[config.mk]
export PLATFORM = sky130hd
export DESIGN_NAME = ccu_top
export DESIGN_NICKNAME = d
export VERILOG_FILES = /design/src/ccu_pkg.sv /design/src/ccu_unit.sv /design/src/ccu_top.sv
export SDC_FILE = /design/constraint.sdc
export NUM_CORES = 1
export LEC_CHECK = 0
export BUFFER_PORTS_ARGS = -buffer_cell sky130_fd_sc_hd__buf_2
export CAP_MARGIN = 25
export CORE_MARGIN = 1
export CORE_UTILIZATION = 55
export CTS_BUF_LIST = sky130_fd_sc_hd__clkbuf_16
export CTS_CLUSTER_SIZE = 20
export DETAILED_ROUTE_END_ITERATION = 7
export PLACE_DENSITY = 0.93
export REMOVE_ABC_BUFFERS = 1
export SETUP_SLACK_MARGIN = 0.3
export SLEW_MARGIN = 20
export SYNTH_ARGS = -nofsm -noshare
export SYNTH_HDL_FRONTEND = slang
export SYNTH_HIERARCHICAL = 1
export SYNTH_SLANG_ARGS = --single-unit
[constraint.sdc]
create_clock -name clock_i -period 2 [get_ports clock_i]
set_input_delay 0.2 -clock clock_i [delete_from_list [all_inputs] [get_ports clock_i]]
set_output_delay 0.2 -clock clock_i [all_outputs]
set_load 0.05 [all_outputs]
[src/ccu_pkg.sv]
// Constants, mode codes and reset values for the dual capture/compare unit.
// Assumes a single 250 MHz clock domain; Timer1 lives outside and is seen as a count.
// How it works
// - Two identical units, each with own control, value pair, pin and flag.
// - Capture copies full 16-bit Timer1 count into value high and low registers.
// - Capture event is falling edge, rising edge, every 4th or 16th rising edge.
// - Capture sets event flag; only software clears it.
// - A newer capture simply overwrites the stored value.
// - Pin level is sampled whatever the pin direction is.
// - Mode change may set flag falsely; software masks and clears it.
// - Prescaler counter clears when off, not capturing, or in reset.
// - Switching prescale keeps counter; software writes zero control first.
// - Capture works while Timer1 has its own clock; counts hold in sleep.
// - Compare checks value pair against Timer1 count every cycle.
// - Match toggles, sets or clears output, triggers conversion, or only flags.
// - Any compare match sets the event flag in the same cycle as the pin action or conversion trigger.
// - Zero control forces compare output latch low; port latch untouched.
// - Mode 1010 raises only the event flag and leaves the pin alone.
// - Mode 1011 resets Timer1 and requests conversion when ADC enabled.
// - Conversion trigger is immediate; Timer1 reset waits for next Timer1 tick.
// - Conversion-trigger reset never sets the Timer1 overflow flag.
// - Pending Timer1 reset is dropped if the match no longer holds.
// - Compare need not work while the system clock is stopped.
// - Timer1 external clock is resynchronized when sync disable is zero.
package ccu_pkg;

    // ****************************************************************
    // Mode codes of unit_mode_select
    // ****************************************************************
    localparam logic [3:0] MODE_OFF = 4'h0;
    localparam logic [3:0] MODE_CAP_FALL = 4'h4;
    localparam logic [3:0] MODE_CAP_RISE = 4'h5;
    localparam logic [3:0] MODE_CAP_RISE4 = 4'h6;
    localparam logic [3:0] MODE_CAP_RISE16 = 4'h7;
    localparam logic [3:0] MODE_CMP_SET = 4'h8;
    localparam logic [3:0] MODE_CMP_CLR = 4'h9;
    localparam logic [3:0] MODE_CMP_SOFT = 4'hA;
    localparam logic [3:0] MODE_CMP_TRIG = 4'hB;
    localparam logic [3:0] MODE_CMP_TOGGLE = 4'h2;

    // ****************************************************************
    // Counts and reset values
    // ****************************************************************
    localparam logic [3:0] PRESC_4_LAST = 4'h3;
    localparam logic [3:0] PRESC_16_LAST = 4'hF;
    localparam logic [3:0] PRESC_RESET = 4'h0;
    localparam logic [15:0] VALUE_RESET = 16'h0000;
    localparam int NUM_UNITS = 2;

    typedef enum logic [2:0] {
        CCU_IDLE = 3'b001,
        CCU_PEND = 3'b010,
        CCU_HOLD = 3'b100
    } ccu_trig_state_t;

endpackage : ccu_pkg

[src/ccu_unit.sv]
// One capture/compare unit: value pair, flag, prescaler, compare output latch.
// Assumes Timer1 count and tick are synchronous to clock_i.
`timescale 1ns/10ps
module ccu_unit
    import ccu_pkg::*;
#(
    parameter int WIDTH = 16
) (
    // Clock and reset
    input wire logic clock_i,
    input wire logic rst_n_i,
    input wire logic clk_en_i,
    // Software side
    input wire logic [3:0] mode_i,
    input wire logic ctrl_wr_i,
    input wire logic val_wr_i,
    input wire logic [WIDTH-1:0] val_wdata_i,
    input wire logic flag_clr_i,
    // Timer1, pin and ADC enable
    input wire logic [WIDTH-1:0] tmr_count_i,
    input wire logic tmr_tick_i,
    input wire logic pin_i,
    input wire logic adc_enable_i,
    // Results
    output logic [WIDTH-1:0] value_o,
    output logic flag_o,
    output logic cmp_out_o,
    output logic pin_owned_o,
    output logic conv_trig_o,
    output logic tmr_reset_o
);

    // ****************************************************************
    // Decode and pin edge
    // ****************************************************************
    logic pin_d_r;
    logic [3:0] presc_r;
    logic [3:0] presc_nxt;
    logic cap_mode;
    logic cmp_mode;
    logic rise;
    logic fall;
    logic cap_evt;
    logic eq;
    logic eq_d_r;
    logic match;
    ccu_trig_state_t trig_st_r;

    assign cap_mode = (mode_i[3:2] == 2'b01);
    assign cmp_mode = mode_i[3] | (mode_i == MODE_CMP_TOGGLE);
    assign rise = pin_i & ~pin_d_r;
    assign fall = ~pin_i & pin_d_r;
    assign eq = (tmr_count_i == value_o);
    assign match = cmp_mode & eq & ~eq_d_r;

    always_comb begin
        presc_nxt = presc_r + 4'h1;
        cap_evt = 1'b0;
        case (mode_i)
            MODE_CAP_FALL: cap_evt = fall;
            MODE_CAP_RISE: cap_evt = rise;
            MODE_CAP_RISE4: cap_evt = rise & (presc_r[1:0] == PRESC_4_LAST[1:0]);
            MODE_CAP_RISE16: cap_evt = rise & (presc_r == PRESC_16_LAST);
            default: cap_evt = 1'b0;
        endcase
    end

    // Pin sampled regardless of direction
    always_ff @(posedge clock_i) begin
        if (!rst_n_i) begin
            pin_d_r <= 1'b0;
        end else if (clk_en_i) begin
            pin_d_r <= pin_i;
        end
    end

    // Prescaler survives prescale changes on purpose
    always_ff @(posedge clock_i) begin
        if (!rst_n_i) begin
            presc_r <= PRESC_RESET;
        end else if (clk_en_i) begin
            if (!cap_mode) begin
                presc_r <= PRESC_RESET;
            end else if (rise) begin
                presc_r <= presc_nxt;
            end
        end
    end

    // ****************************************************************
    // Value pair and flag
    // ****************************************************************
    always_ff @(posedge clock_i) begin
        if (!rst_n_i) begin
            value_o <= VALUE_RESET;
        end else if (clk_en_i) begin
            if (cap_mode && cap_evt) begin
                value_o <= tmr_count_i;
            end else if (val_wr_i) begin
                value_o <= val_wdata_i;
            end
        end
    end

    always_ff @(posedge clock_i) begin
        if (!rst_n_i) begin
            flag_o <= 1'b0;
        end else if (clk_en_i) begin
            if ((cap_mode && cap_evt) || match) begin
                flag_o <= 1'b1;
            end else if (flag_clr_i) begin
                flag_o <= 1'b0;
            end
        end
    end

    always_ff @(posedge clock_i) begin
        if (!rst_n_i) begin
            eq_d_r <= 1'b0;
        end else if (clk_en_i) begin
            eq_d_r <= eq;
        end
    end

    // ****************************************************************
    // Compare output latch and pin ownership
    // ****************************************************************
    always_ff @(posedge clock_i) begin
        if (!rst_n_i) begin
            cmp_out_o <= 1'b0;
        end else if (clk_en_i) begin
            if (ctrl_wr_i && mode_i == MODE_OFF) begin
                cmp_out_o <= 1'b0;
            end else if (match) begin
                case (mode_i)
                    MODE_CMP_SET: cmp_out_o <= 1'b1;
                    MODE_CMP_CLR: cmp_out_o <= 1'b0;
                    MODE_CMP_TOGGLE: cmp_out_o <= ~cmp_out_o;
                    default: cmp_out_o <= cmp_out_o;
                endcase
            end
        end
    end

    always_ff @(posedge clock_i) begin
        if (!rst_n_i) begin
            pin_owned_o <= 1'b0;
        end else if (clk_en_i) begin
            pin_owned_o <= (mode_i == MODE_CMP_SET) || (mode_i == MODE_CMP_CLR)
                || (mode_i == MODE_CMP_TOGGLE);
        end
    end

    // ****************************************************************
    // Conversion trigger and deferred Timer1 reset
    // ****************************************************************
    always_ff @(posedge clock_i) begin
        if (!rst_n_i) begin
            conv_trig_o <= 1'b0;
        end else if (clk_en_i) begin
            conv_trig_o <= match && (mode_i == MODE_CMP_TRIG)
                && adc_enable_i;
        end
    end

    // Reset only on a Timer1 tick; overflow flag is never touched here
    always_ff @(posedge clock_i) begin
        if (!rst_n_i) begin
            trig_st_r <= CCU_IDLE;
            tmr_reset_o <= 1'b0;
        end else if (clk_en_i) begin
            tmr_reset_o <= 1'b0;
            case (trig_st_r)
                CCU_IDLE: begin
                    if (match && mode_i == MODE_CMP_TRIG) begin
                        trig_st_r <= CCU_PEND;
                    end
                end
                CCU_PEND: begin
                    if (!eq || mode_i != MODE_CMP_TRIG) begin
                        trig_st_r <= CCU_IDLE;
                    end else if (tmr_tick_i) begin
                        tmr_reset_o <= 1'b1;
                        trig_st_r <= CCU_HOLD;
                    end
                end
                CCU_HOLD: trig_st_r <= CCU_IDLE;
                default: trig_st_r <= CCU_IDLE;
            endcase
        end
    end

    // ****************************************************************
    // Checks
    // ****************************************************************
    flag_on_capture_a: assert property (@(posedge clock_i) disable iff (!rst_n_i)
        (clk_en_i && cap_mode && cap_evt) |=> flag_o)
        else $error("capture did not set flag");
    value_captured_a: assert property (@(posedge clock_i) disable iff (!rst_n_i)
        (clk_en_i && cap_mode && cap_evt) |=> (value_o == $past(tmr_count_i)))
        else $error("capture value wrong");
    flag_sticky_a: assert property (@(posedge clock_i) disable iff (!rst_n_i)
        (flag_o && !flag_clr_i) |=> flag_o)
        else $error("flag dropped without clear");
    presc_clear_a: assert property (@(posedge clock_i) disable iff (!rst_n_i)
        (clk_en_i && !cap_mode) |=> (presc_r == PRESC_RESET))
        else $error("prescaler not cleared");
    match_flag_a: assert property (@(posedge clock_i) disable iff (!rst_n_i)
        (clk_en_i && match) |=> flag_o)
        else $error("match did not set flag");
    once_per_match_a: assert property (@(posedge clock_i) disable iff (!rst_n_i)
        (clk_en_i && match) |=> !match)
        else $error("repeated match action");
    off_clears_out_a: assert property (@(posedge clock_i) disable iff (!rst_n_i)
        (clk_en_i && ctrl_wr_i && mode_i == MODE_OFF) |=> !cmp_out_o)
        else $error("compare latch not forced low");
    trig_immediate_a: assert property (@(posedge clock_i) disable iff (!rst_n_i)
        (clk_en_i && match && mode_i == MODE_CMP_TRIG && adc_enable_i) |=> conv_trig_o)
        else $error("conversion trigger late");
    reset_needs_eq_a: assert property (@(posedge clock_i) disable iff (!rst_n_i)
        (clk_en_i && trig_st_r == CCU_PEND && !eq) |=> !tmr_reset_o)
        else $error("reset issued without match");

endmodule : ccu_unit

[src/ccu_top.sv]
// Top of the dual capture/compare block; instantiates two identical units.
// Assumes Timer1, port latches and ADC sit outside and talk through plain ports.
`timescale 1ns/10ps
module ccu_top
    import ccu_pkg::*;
#(
    parameter int WIDTH = 16
) (
    // Clock and reset
    input wire logic clock_i,
    input wire logic rst_n_i,
    input wire logic clk_en_i,
    // Per-unit control (unit 0 in low bits)
    input wire logic [4*NUM_UNITS-1:0] unit_mode_select_i,
    input wire logic [NUM_UNITS-1:0] unit_control_wr_i,
    input wire logic [NUM_UNITS-1:0] value_wr_i,
    input wire logic [WIDTH-1:0] value_wdata_i,
    input wire logic [NUM_UNITS-1:0] unit_event_flag_clr_i,
    // Timer1, pins and ADC
    input wire logic [WIDTH-1:0] timer1_count_i,
    input wire logic timer1_tick_i,
    input wire logic [NUM_UNITS-1:0] unit_io_pin_i,
    input wire logic adc_enable_i,
    // Per-unit results
    output logic [WIDTH*NUM_UNITS-1:0] value_o,
    output logic [NUM_UNITS-1:0] unit_event_flag_o,
    output logic [NUM_UNITS-1:0] cmp_out_o,
    output logic [NUM_UNITS-1:0] pin_owned_o,
    output logic [NUM_UNITS-1:0] conv_trig_o,
    output logic [NUM_UNITS-1:0] timer1_reset_o
);

    // ****************************************************************
    // Identical units
    // ****************************************************************
    genvar gi;
    generate
        for (gi = 0; gi < NUM_UNITS; gi++) begin : g_unit
            ccu_unit #(
                .WIDTH(WIDTH)
            ) u_unit (
                .clock_i(clock_i),
                .rst_n_i(rst_n_i),
                .clk_en_i(clk_en_i),
                .mode_i(unit_mode_select_i[4*gi +: 4]),
                .ctrl_wr_i(unit_control_wr_i[gi]),
                .val_wr_i(value_wr_i[gi]),
                .val_wdata_i(value_wdata_i),
                .flag_clr_i(unit_event_flag_clr_i[gi]),
                .tmr_count_i(timer1_count_i),
                .tmr_tick_i(timer1_tick_i),
                .pin_i(unit_io_pin_i[gi]),
                .adc_enable_i(adc_enable_i),
                .value_o(value_o[WIDTH*gi +: WIDTH]),
                .flag_o(unit_event_flag_o[gi]),
                .cmp_out_o(cmp_out_o[gi]),
                .pin_owned_o(pin_owned_o[gi]),
                .conv_trig_o(conv_trig_o[gi]),
                .tmr_reset_o(timer1_reset_o[gi])
            );
        end
    endgenerate

endmodule : ccu_top

==> metrics.md, run 1 <==
| Metric | Value |
|---|---|
| Crit-path max FO | 6 |
| Top-count cell post-synth | dfxtp_1 |
| Drt first pass iters | 6 |
| Met3 track utilization from global routing | 8.25% |
| Synth warn | 6 |
| Global-route usage over all layers | 30.5% |
| Area Growth Syn to Fin | 28.8% |
| DRT antenna net count | 0 |
| Sink Count | 60 |
| I/O Buffers | 94 |
| F_max | 535 MHz |
| Met2 Use GR | 50.3% |
| Die W | 87.4 µm |
| Synth Register Bits | 60 |
| Hold Slack | 161 ps |
| Crit start category | flip-flop |
| Chip Height | 87.4 µm |
| CP required | 2220 ps |
| Reg2reg start | g_unit[0].u_unit/presc_r[1]$_SDFFE_PN0P_ |
| Final period utilization | 93.5% |
| TritonCTS clock tree | yes |
| Final core utilization | 74.8% |
| Starting Density | 58.0% |
| Hpwl dp | 7170 µm |
| Unrepaired setup endpoints after global routing | true |
| Netlist cell types | 51 |
| Remaining Overflow, GRT | 0 |
| Setup TNS | 0 ps |
| Final hold vios | 0 |
| Syn Std Cell Area | 0.00401 mm² |
| Max Cap Viol | 0 |
| Register Area | 0.00122 mm² |
| M1 GR Usage | 37.1% |
| Setup CP Type | flip-flop to flip-flop |
| Via Count | 4058 |
| # IOs | 95 |
| Crit path launch | g_unit[0].u_unit/presc_r[1]$_SDFFE_PN0P_ |
| CTS buffer count | 9 |
| Die ar. | 0.00763 mm² |
| Min-delay src | adc_enable_i |
| Avg Cell Area, Syn | 9.59 µm² |
| Worst VDD drop | 0.452 mV |
| EDFF count, synth | 0 |
| Pwr Density | 705 mW/mm² |
| Grt peak-use layer | met2 |
| Vias per inst | 6.53 |
| Dpl cell area | 0.00451 mm² |
| Diodes inserted | 0 |
| Setup crit end kind | flip-flop |
| Final instance area | 0.00516 mm² |
| Worst hold path type | primary input to flip-flop |
| Setup violations, final | 0 |
| Layout cells sized above 1 | 43.0% |
| Initial antenna violation count | 0 |
| Main synth FF type | dfxtp_1 |
| Core Region | 0.00691 mm² |
| # rows | 30 |
| Commonest cells in the synthesized netlist | dfxtp_1 (60), mux2i_1 (40), nand2b_1 (38), xnor2_1 (32), a21oi_1 (24) |
| Vias in the first global route | 3631 |
| CTS root buf | clkbuf_16 |
| Top-area cell type share of the netlist area | 30.0% |
| Worst-margin pin slew | 893 ps |
| Largest net degree at the start of global routing | 36 |
| Lkg Pwr | 2.19 nW |
| Synth area leaders | dfxtp_1 (30%), mux2i_1 (10%), xnor2_1 (7.0%), o31ai_2 (6.2%), nand2b_1 (5.9%) |
| Yosys top cell by area | dfxtp_1 |
| Final Skew | 8.90 ps |
| Avg WL per Cell | 21.7 µm |
| Multi-input logic area | 0.00275 mm² |
| CP Data Arrival Time | 2090 ps |
| DRC violations left | 0 |
| Worst skew pair latency | 340 ps |
| Status | finished, final reports clean |
| Slew margin rel. | 40.5% |
| Routability cong. | 0.923 |
| WL final | 13400 µm |
| DR iter-0 viols | 349 |
| Synth Instances | 418 |
| Fillers | 451 |
| Period minus WS final | 1870 ps |
| Nets | 575 |
| First-pass GRT wire length | 17800 µm |
| CTS H-tree lvls | 3 |
| Seq/Total Area, Yosys | 30.0% |
| Post-synth ARST share | 0% |
| Clock transition at path regs | 60 ps |
| Fin. max-slew vios | 0 |
| Max clock buf depth | 2 |
path summary, 6_finish.rpt:
check	endpoint	slack, ps	cells past startpoint
max	g_unit[0].u_unit/value_o[5]$_SDFFE_PN0P_	130	7
min	g_unit[1].u_unit/conv_trig_o$_SDFFE_PN0P_	160	3
max reg2reg	g_unit[0].u_unit/value_o[5]$_SDFFE_PN0P_	130	7
min reg2reg	g_unit[0].u_unit/cmp_out_o$_SDFFE_PN0P_	480	2
critical path: stages, from the launching register on:
cell and delay (ps):
dfxtp_4 360, ha_4 160, mux2i_1 210, a311oi_2 120, o21ai_4 330, buf_8 200
mux2i_2 290, a21oi_2 80
metrics by stage:
| step | setup slack [ps] | instances | total power (W) |
|---|---|---|---|
| 5_1_grt | 117 | 621 | 0.00375 |
| 3_5_place_dp | -34.4 | 591 | 0.00205 |
| 2_1_floorplan | 153 | 390 | 0.00177 |
| 4_1_cts | 256 | 615 | 0.00356 |
| 3_3_place_gp | 82.3 | 591 | 0.00203 |
| 6_report | 131 | 621 | 0.00364 |
power by group:
| group | internal (W) | switching, W |
|---|---|---|
| clock network | 0.000946 | 0.000575 |
| registers | 0.00125 | 0.0000630 |
| logic | 0.000290 | 0.000518 |
flip-flops by register name, indices dropped and copies added, names as in the netlist:
signal,cells
g_unit.u_unit/value_o,32
g_unit.u_unit/cmp_out_o,2
g_unit.u_unit/flag_o,2
g_unit.u_unit/eq_d_r,2
g_unit.u_unit/tmr_reset_o,2
g_unit.u_unit/pin_d_r,2
g_unit.u_unit/trig_st_r,6
g_unit.u_unit/conv_trig_o,2
g_unit.u_unit/pin_owned_o,2
g_unit.u_unit/presc_r,8
cell families (layout without fill, tap and decap cells):
kind of cell               count (synthesis)  count (layout)  synth area share, %
and+or+nand+nor                          138             138                 22.5
xor gates and xnor gates                  32              32                 6.99
AOI/OAI and AO/OA                        116             116                 24.2
buffers and inverters                     30             137                 5.68
DFF                                       60              60                 30.0
adders and majority gates                  2               2                0.624
muxes                                     40              40                 9.99
timing repair:
action                     in CTS  in global routing
setup buffers                   8                  4
cloned                          0                  2
setup endpoints to repair      44                 43
pin swaps                       5                 21
gates resized for setup         9                 42
hold buffers                    0                  0
hold endpoints to repair        0                  0
placed cells by master, fill, tap and decap left out, types with 3 or more instances in the layout:
cell,n
nor2b_1,18
nand2_1,14
buf_4,12
mux2i_2,12
and3_1,3
buf_6,4
o21ai_0,7
dfxtp_2,6
xnor2_1,31
clkinv_1,4
nor3_1,6
nand2b_1,38
clkbuf_16,11
dfxtp_1,52
nand4_1,12
buf_12,6
buf_2,94
a21oi_1,24
nor2_1,12
a21boi_0,7
o31ai_2,21
a21oi_2,20
clkinv_2,4
and4b_1,4
o31ai_1,11
mux2i_4,5
mux2i_1,23
routing by layer:
layer  wire length, µm  share of wire (%)
met5                 0                  0
met4               703                5.2
met3              1350                 10
met2              6370                 47
met1              5030                 37
cell type report:
class	instances	share of cell area, %
inverters	2	0.145
clock inverters	7	1.11
repair buffers	119	15.3
multi-input cells	328	53.2
well taps	96	2.33
flip-flops and latches	60	23.6
clock buffers	9	4.36
(Power assumes the default switching activity.)
==> run 2: changes to the inputs <==
CORE_UTILIZATION = 52   (was 55)
PLACE_DENSITY = 0.89   (was 0.93)
==> run 2 against run 1 <==
First-iteration DRC count fell by 30%. Maximum frequency rose by 8.2%. Largest cell class unchanged. Routed wire length fell by 14%. Clock power up 14%. Clock skew shrank 1.8 ps. Highest routed layer unchanged. Power up 4.7%. Register-to-register slack improved by 140 ps. Global-route usage down 3.4 points. Via count shrank 6.1%. Worst setup slack better by 140 ps.
==> metrics.md, run 2 (synthesis gave the netlist of run 1 again) <==
| Metric | Value |
|---|---|
| Status | finished, final reports clean |
| Setup CP Type | flip-flop to flip-flop |
| Fin. max-slew vios | 0 (unchanged) |
| Hold bufs inserted after CTS | 0 (unchanged) |
| # rows | 31 (+3.3%) |
| Largest Register | g_unit.u_unit/value_o |
| Unrepaired setup endpoints after global routing | true |
| Hold Path Sink | g_unit[1].u_unit/conv_trig_o$_SDFFE_PN0P_ |
| Chip Height | 89.8 µm (+2.8%) |
| Placement Setup Slack | 199 ps (+234 ps) |
| Avg WL per Cell | 18.6 µm (-14%) |
| Final hold vios | 0 (unchanged) |
| Slew margin rel. | 69.4% (+29 points) |
| Worst reg-to-reg setup slack | 270 ps (+140 ps) |
| Max Cap Viol | 0 (unchanged) |
| Period minus WS final | 1730 ps (-142 ps) |
| Pwr Density | 743 mW/mm² (+5.4%) |
| Via Count | 3811 (-6.1%) |
| Drt first pass iters | 6 (unchanged) |
| Worst-margin pin slew | 452 ps (-441 ps) |
| Sink Count | 60 (unchanged) |
| Setup TNS | 0 ps (unchanged) |
| Hold path depth | 3 (unchanged) |
| Hpwl dp | 7410 µm (+3.3%) |
| R2R depth | 6 (-1) |
| CP required | 2270 ps (+50 ps) |
| Reg2reg start | g_unit[1].u_unit/value_o[13]$_SDFFE_PN0P_ |
| Delay of the slowest cell on the worst path | 350 ps (about the same) |
| Setup violations, final | 0 (unchanged) |
| Worst hold path type | primary input to flip-flop |
| Vias in the first global route | 3720 (+2.5%) |
| Net Switching | 0.00108 W (-6.7%) |
| Die ar. | 0.00806 mm² (+5.6%) |
| Final Skew | 7.08 ps (-1.82 ps) |
| # IOs | 95 (unchanged) |
| P_int | 0.00273 W (+10%) |
| CP Data Arrival Time | 2000 ps (-90 ps) |
| Sw frac | 28.3% (-3.5 points) |
| Initial antenna violation count | 0 (unchanged) |
| Remaining Overflow, GRT | 0 (unchanged) |
| Wire length on met3 | 902 µm (-33%) |
| F_max | 579 MHz (+8.2%) |
| CTS buffer count | 9 (unchanged) |
| Tot Pwr | 0.00381 W (+4.7%) |
| CP max-delay cell | dfxtp_2 |
| Die W | 89.8 µm (+2.8%) |
| DRT antenna net count | 0 (unchanged) |
| Final period utilization | 86.4% (-7.1 points) |
| Post-placement cell count | 599 (+1.4%) |
| DRC violations left | 0 (unchanged) |
| Crit-path max FO | 8 (+2) |
| Diodes inserted | 0 (unchanged) |
| Post-Layout Cell Count | 620 (-0.16%) |
| Top Registers | g_unit.u_unit/value_o x32, g_unit.u_unit/presc_r x8, g_unit.u_unit/trig_st_r x6 |
| Core Region | 0.00737 mm² (+6.7%) |
| Metal2 WL | 5690 µm (-11%) |
| Worst skew pair latency | 320 ps (-20 ps) |
| Area Growth Syn to Fin | 28.0% |
| CTS H-tree lvls | 3 (unchanged) |
| Worst VDD drop | 0.626 mV (+39%) |
| Fillers | 537 (+19%) |
| Comb pwr share | 20.4% (-1.8 points) |
| Starting Density | 54.4% (-3.6 points) |
| DR iter-0 viols | 244 (-30%) |
| CTS root buf | clkbuf_16 |
| Clock power share | 45.3% (+3.5 points) |
| Final core utilization | 69.6% (-5.2 points) |
| Top Metal Used | met4 |
| Max FFs per register | 32 (unchanged) |
| Setup crit end kind | flip-flop |
| Clock transition at path regs | 50 ps (about the same) |
| Critical path cell sequence | xnor2_1, nand4_1, nor4_4, buf_6, and3_1, a41o_1 |
| WL final | 11500 µm (-14%) |
| Layout cells sized above 1 | 42.0% (-1.0 points) |
| Most common cell after layout, fill and taps aside | buf_2 |
| Reg-to-reg endpoint | g_unit[1].u_unit/tmr_reset_o$_SDFFE_PN0P_ |
| Lkg Pwr | 2.18 nW (-0.22%) |
| Crit start category | flip-flop |
| Most frequent cells in the layout | buf_2 (94), dfxtp_1 (51), nand2b_1 (38) |
| Routability cong. | 0.904 (-2.0%) |
| Vias per inst | 6.15 (-5.9%) |
| Met1 wire length | 4770 µm (-5.2%) |
| First-pass GRT wire length | 17800 µm (-0.47%) |
| Nets | 571 (-0.70%) |
| TritonCTS clock tree | yes |
| Min-delay src | adc_enable_i |
| Register share of total power | 34.3% (-1.7 points) |
| Max clock buf depth | 2 (unchanged) |
| Largest net degree at the start of global routing | 32 (-11%) |
| Setup slack after layout | 273 ps (+142 ps) |
| Global-route usage over all layers | 27.1% (-3.4 points) |
| I/O Buffers | 94 (unchanged) |
==> run 2: worst max-delay path: cells and delay by family (launching register included) <==
kind                   cells  cell delay (ps)
AND/OR/NAND/NOR            3              720
flip-flops                 1              350
XOR/XNOR                   1              270
AO/OA/AOI/OAI              1              180
buffers and inverters      1              170
==> run 2: per-layer routing <==
| metal | track usage [%] | vias up |
|---|---|---|
| li1 | - | 1733 |
| met5 | 0 | - |
| met1 | 32.4 | 1862 |
| met2 | 46.6 | 196 |
| met3 | 7.61 | 20 |
| met4 | 8.88 | 0 |
==> run 2: through the flow <==
stage,area [µm²],hold WS [ps]
floorplan,3790,278
global placement,4550,453
detailed placement,4550,463
CTS,4940,166
global route,5130,207
finish,5130,174
==> run 2: final cells by class <==
| cell class | instances | area, µm² | area share [%] |
|---|---|---|---|
| timing repair buffer | 115 | 711 | 13.9 |
| clock inverter | 7 | 106 | 2.07 |
| clock buffer | 9 | 225 | 4.39 |
| multi-input combinational | 328 | 2740 | 53.3 |
| inverter | 2 | 7.51 | 0.146 |
| sequential | 60 | 1220 | 23.8 |
| tap | 99 | 124 | 2.41 |
==> run 2: power by group through the flow <==
stage               Combinational, W  Sequential (W)  Clock (W)
floorplan                   0.000287         0.00149          0
global placement            0.000703         0.00133          0
detailed placement          0.000721         0.00133          0
CTS                         0.000736         0.00131    0.00174
global route                0.000820         0.00131    0.00180
finish                      0.000777         0.00131    0.00173
==> run 2: what timing repair did <==
item,in CTS,in global routing
setup buffers,2,2
endpoints found under the setup margin,30,40
gates resized for setup,13,35
gates cloned,0,1
pin swaps,5,13
==> run 2: worst max-delay path by stage <==
stage                                                   start                                        end  slack [ps]  depth (start not counted)
floorplan            g_unit[0].u_unit/value_o[3]$_SDFFE_PN0P_  g_unit[0].u_unit/tmr_reset_o$_SDFFE_PN0P_         150                          5
global placement     g_unit[1].u_unit/value_o[7]$_SDFFE_PN0P_  g_unit[1].u_unit/tmr_reset_o$_SDFFE_PN0P_         270                          5
detailed placement   g_unit[1].u_unit/value_o[8]$_SDFFE_PN0P_  g_unit[1].u_unit/tmr_reset_o$_SDFFE_PN0P_         200                          5
CTS                  g_unit[1].u_unit/presc_r[0]$_SDFFE_PN0P_   g_unit[1].u_unit/value_o[4]$_SDFFE_PN0P_         280                          7
global route         g_unit[1].u_unit/presc_r[1]$_SDFFE_PN0P_  g_unit[1].u_unit/value_o[13]$_SDFFE_PN0P_         240                          7
finish              g_unit[1].u_unit/value_o[13]$_SDFFE_PN0P_  g_unit[1].u_unit/tmr_reset_o$_SDFFE_PN0P_         270                          6
==> run 3: changes to the inputs <==
ABC_AREA = 1   (was unset)
==> run 3 against run 2 <==
Cell count up 28%. Die area down 6.8%. Maximum frequency up 2.0%. Combinational power up 13%. Clock power down 5%. Non-clock buffer count down 8. Clock skew down 0.66 ps. Sequential power about the same. Core utilization down 0.90 points. Clock-buffer cell count unchanged. Largest power group unchanged.
==> metrics.md, run 3 <==
| Metric | Value |
|---|---|
| Fillers | 548 (+2.0%) |
| Routability cong. | 0.866 (-4.2%) |
| Unrepaired setup endpoints after global routing | false |
| CTS root buf | clkbuf_16 |
| Final period utilization | 84.7% (-1.7 points) |
| Top Metal Used | met4 |
| Compound-Gate Fraction of Synth Area | 21.0% (-3.2 points) |
| Metal2 WL | 5230 µm (-8.1%) |
| Synth area leaders | dfxtp_1 (32%), nand2_1 (18%), inv_1 (8.5%), a21oi_1 (7.8%), o21ai_0 (4.6%) |
| Syn Std Cell Area | 0.00373 mm² (-6.9%) |
| Worst hold path type | primary input to flip-flop |
| Yosys top cell by area | dfxtp_1 |
| Largest net degree at the start of global routing | 29 (-9.4%) |
| Most common cell after layout, fill and taps aside | nand2_1 |
| Max FFs per register | 32 (unchanged) |
| Final hold vios | 0 (unchanged) |
| Seq/Total Area, Yosys | 32.2% (+2.2 points) |
| Setup CP Type | flip-flop to flip-flop |
| Placement Setup Slack | 246 ps (+46.2 ps) |
| Hold Slack | 145 ps (-28.5 ps) |
| Most frequent cells in the layout | nand2_1 (180), buf_2 (94), inv_1 (84) |
| # rows | 30 (-3.2%) |
| Top-count cell post-synth | nand2_1 |
| Top Registers | g_unit.u_unit/value_o x32, g_unit.u_unit/presc_r x8, g_unit.u_unit/trig_st_r x6 |
| DRC violations left | 0 (unchanged) |
| Adder-cell share of the synthesized area | 0.671% (+0.046 points) |
| Main synth FF type | dfxtp_1 |
| Period minus WS final | 1690 ps (-33.3 ps) |
| Multi-input logic area | 0.00214 mm² (-22%) |
| Wire length on met3 | 945 µm (+4.8%) |
| Diodes inserted | 0 (unchanged) |
| Chip Height | 86.7 µm (-3.4%) |
| Commonest cells in the synthesized netlist | nand2_1 (180), inv_1 (84), dfxtp_1 (60), a21oi_1 (58), nor2_1 (42) |
| Top-area cell type share of the netlist area | 32.2% (+2.2 points) |
| Status | finished, final reports clean |
| Final Skew | 6.43 ps (-0.656 ps) |
| Worst-margin pin slew | 412 ps (-39.7 ps) |
| DRT antenna net count | 0 (unchanged) |
| Starting Density | 54.3% (-0.080 points) |
| Max Cap Viol | 0 (unchanged) |
| DR iter-0 viols | 364 (+49%) |
| Main combinational cell family by area after synthesis | simple AND/OR/NAND/NOR gates |
| Clock transition at path regs | 50 ps (about the same) |
| Setup TNS | 0 ps (unchanged) |
| Global-route usage over all layers | 28.6% (+1.5 points) |
| Critical Path End | g_unit[0].u_unit/trig_st_r[2]$_SDFFE_PN0P_ |
| CTS H-tree lvls | 3 (unchanged) |
| Core Region | 0.00687 mm² (-6.8%) |
| Final core utilization | 68.7% (-0.90 points) |
| Mux contribution to synthesized area | 0% (-10 points) |
| Post-synth ARST share | 0% (unchanged) |
| Avg Cell Area, Syn | 6.28 µm² (-35%) |
| Xor-xnor portion of the synthesized cell area | 1.88% (-5.1 points) |
| Vias in the first global route | 3906 (+5.0%) |
| Crit path launch | g_unit[0].u_unit/value_o[4]$_SDFFE_PN0P_ |
| Layout cells sized above 1 | 24.2% (-18 points) |
| First-pass GRT wire length | 16900 µm (-4.7%) |
| Vias per inst | 5.45 (-11%) |
| Crit start category | flip-flop |
| Nets | 749 (+31%) |
| WL final | 11100 µm (-4.1%) |
| F_max | 590 MHz (+2.0%) |
| Worst VDD drop | 0.425 mV (-32%) |
| Setup crit end kind | flip-flop |
| Sink Count | 60 (unchanged) |
| Worst reg-to-reg setup slack | 310 ps (+30 ps) |
| Remaining Overflow, GRT | 0 (unchanged) |
| TritonCTS clock tree | yes |
| Post-synthesis simple-gate area fraction | 32.1% (+9.6 points) |
| Lkg Pwr | 2.44 nW (+12%) |
| Fin. max-slew vios | 0 (unchanged) |
| Reg2reg start | g_unit[0].u_unit/value_o[4]$_SDFFE_PN0P_ |
| Max clock buf depth | 2 (unchanged) |
| Largest Register | g_unit.u_unit/value_o |
| CTS buffer count | 9 (unchanged) |
| Pwr Density | 821 mW/mm² (+10%) |
| Area Growth Syn to Fin | 26.5% |
| Reg-to-reg endpoint | g_unit[0].u_unit/trig_st_r[2]$_SDFFE_PN0P_ |
| Synth Register Bits | 60 (unchanged) |
| Slew margin rel. | 72.5% (+3.1 points) |
| Crit-path max FO | 6 (-2) |
| CP Data Arrival Time | 1960 ps (-40 ps) |
| CP required | 2260 ps (about the same) |
| Setup violations, final | 0 (unchanged) |
| # IOs | 95 (unchanged) |
| Initial antenna violation count | 0 (unchanged) |
| EDFF count, synth | 0 (unchanged) |
| Synth warn | 6 (unchanged) |
| Met1 wire length | 4490 µm (-5.8%) |
| Worst skew pair latency | 330 ps (about the same) |
| Die ar. | 0.00752 mm² (-6.8%) |
| R2R depth | 9 (+3) |
| I/O Buffers | 94 (unchanged) |
| Register Area | 0.00120 mm² (-1.2%) |
| Die W | 86.7 µm (-3.4%) |
| Tot Pwr | 0.00387 W (+1.6%) |
| Avg WL per Cell | 13.9 µm (-25%) |
| Via Count | 4336 (+14%) |
| Synth Instances | 594 (+42%) |
| Drt first pass iters | 6 (unchanged) |
| Setup slack after layout | 306 ps (+33.3 ps) |
| Hpwl dp | 7210 µm (-2.7%) |
| Netlist cell types | 30 (-41%) |
[run 3: cell count changes in the layout (fill, tap and decap cells not counted), moves of 16 or more]
cell | before | now
inv_1 | 1 | 84
mux2i_1 | 27 | 0
a21oi_1 | 24 | 58
nand2b_1 | 38 | 0
o21ai_1 | 0 | 27
o21ai_0 | 8 | 25
nor2_1 | 12 | 42
nand3_1 | 2 | 24
o31ai_2 | 22 | 0
nor2b_1 | 18 | 0
a21oi_2 | 20 | 4
nand2_1 | 14 | 180
xnor2_1 | 30 | 0
[run 3: power by group]
part | switching (W) | total (W) | internal, W
Sequential | 0.0000642 | 0.00134 | 0.00128
Combinational | 0.000609 | 0.000879 | 0.000271
Clock | 0.000570 | 0.00165 | 0.00108
Total | 0.00124 | 0.00387 | 0.00263
[run 3: cell type report]
| type | count | share of cell area, % |
|---|---|---|
| Sequential cell | 60 | 25.5 |
| Clock buffer | 9 | 4.77 |
| Clock inverter | 7 | 1.94 |
| Inverter | 90 | 7.16 |
| Tap cell | 96 | 2.55 |
| Multi-Input combinational cell | 426 | 45.3 |
| Timing Repair Buffer | 107 | 12.7 |
[run 3: worst max-delay path, stage by stage, from the launching register on]
cell and delay, ps:
dfxtp_1 390, inv_1 90, nand2_1 80, nand2_1 60, nor2_1 190, nand2_1 140, nor2_4 190, nand3_1 110
or2_1 240, a21oi_1 130
[run 3: timing repair]
item / in CTS / in global routing
gates cloned: 0 / 0
gates resized for setup: 6 / 22
buffers inserted: 1 / 8
pin swaps: 1 / 5
endpoints found under the setup margin: 23 / 42
hold buffers: 0 / 0
[run 3: cells by family after synthesis]
logic type,count (synthesis)
compound gates,134
flops,60
xor+xnor,8
simple gates,282
buf+inv,108
fa+ha+maj,2
[run 3: worst min-delay path by stage]
stage / from / endpoint / slack [ps] / cells after the start
after floorplan: clk_en_i / g_unit[0].u_unit/pin_d_r$_SDFFE_PN0P_ / 290 / 1
after global placement: g_unit[1].u_unit/trig_st_r[0]$_SDFFE_PN1P_ / g_unit[1].u_unit/trig_st_r[0]$_SDFFE_PN1P_ / 440 / 2
after detailed placement: g_unit[0].u_unit/trig_st_r[0]$_SDFFE_PN1P_ / g_unit[0].u_unit/trig_st_r[0]$_SDFFE_PN1P_ / 450 / 2
after CTS: unit_event_flag_clr_i[1] / g_unit[1].u_unit/flag_o$_SDFFE_PN0P_ / 140 / 4
after global routing: unit_event_flag_clr_i[0] / g_unit[0].u_unit/flag_o$_SDFFE_PN0P_ / 160 / 4
final: unit_event_flag_clr_i[1] / g_unit[1].u_unit/flag_o$_SDFFE_PN0P_ / 150 / 4
[run 3: layer usage]
metal | GRT usage, % | up-vias
met5 | 0 | -
met3 | 4.57 | 45
met1 | 33.8 | 1991
li1 | - | 2079
met4 | 17.1 | 0
met2 | 48.9 | 221
[run 3: per-stage QoR]
step | cells | cell area (µm²)
final | 795 | 4720
after global routing | 795 | 4720
after CTS | 787 | 4600
after detailed placement | 770 | 4250
after global placement | 770 | 4250
after floorplan | 576 | 3620
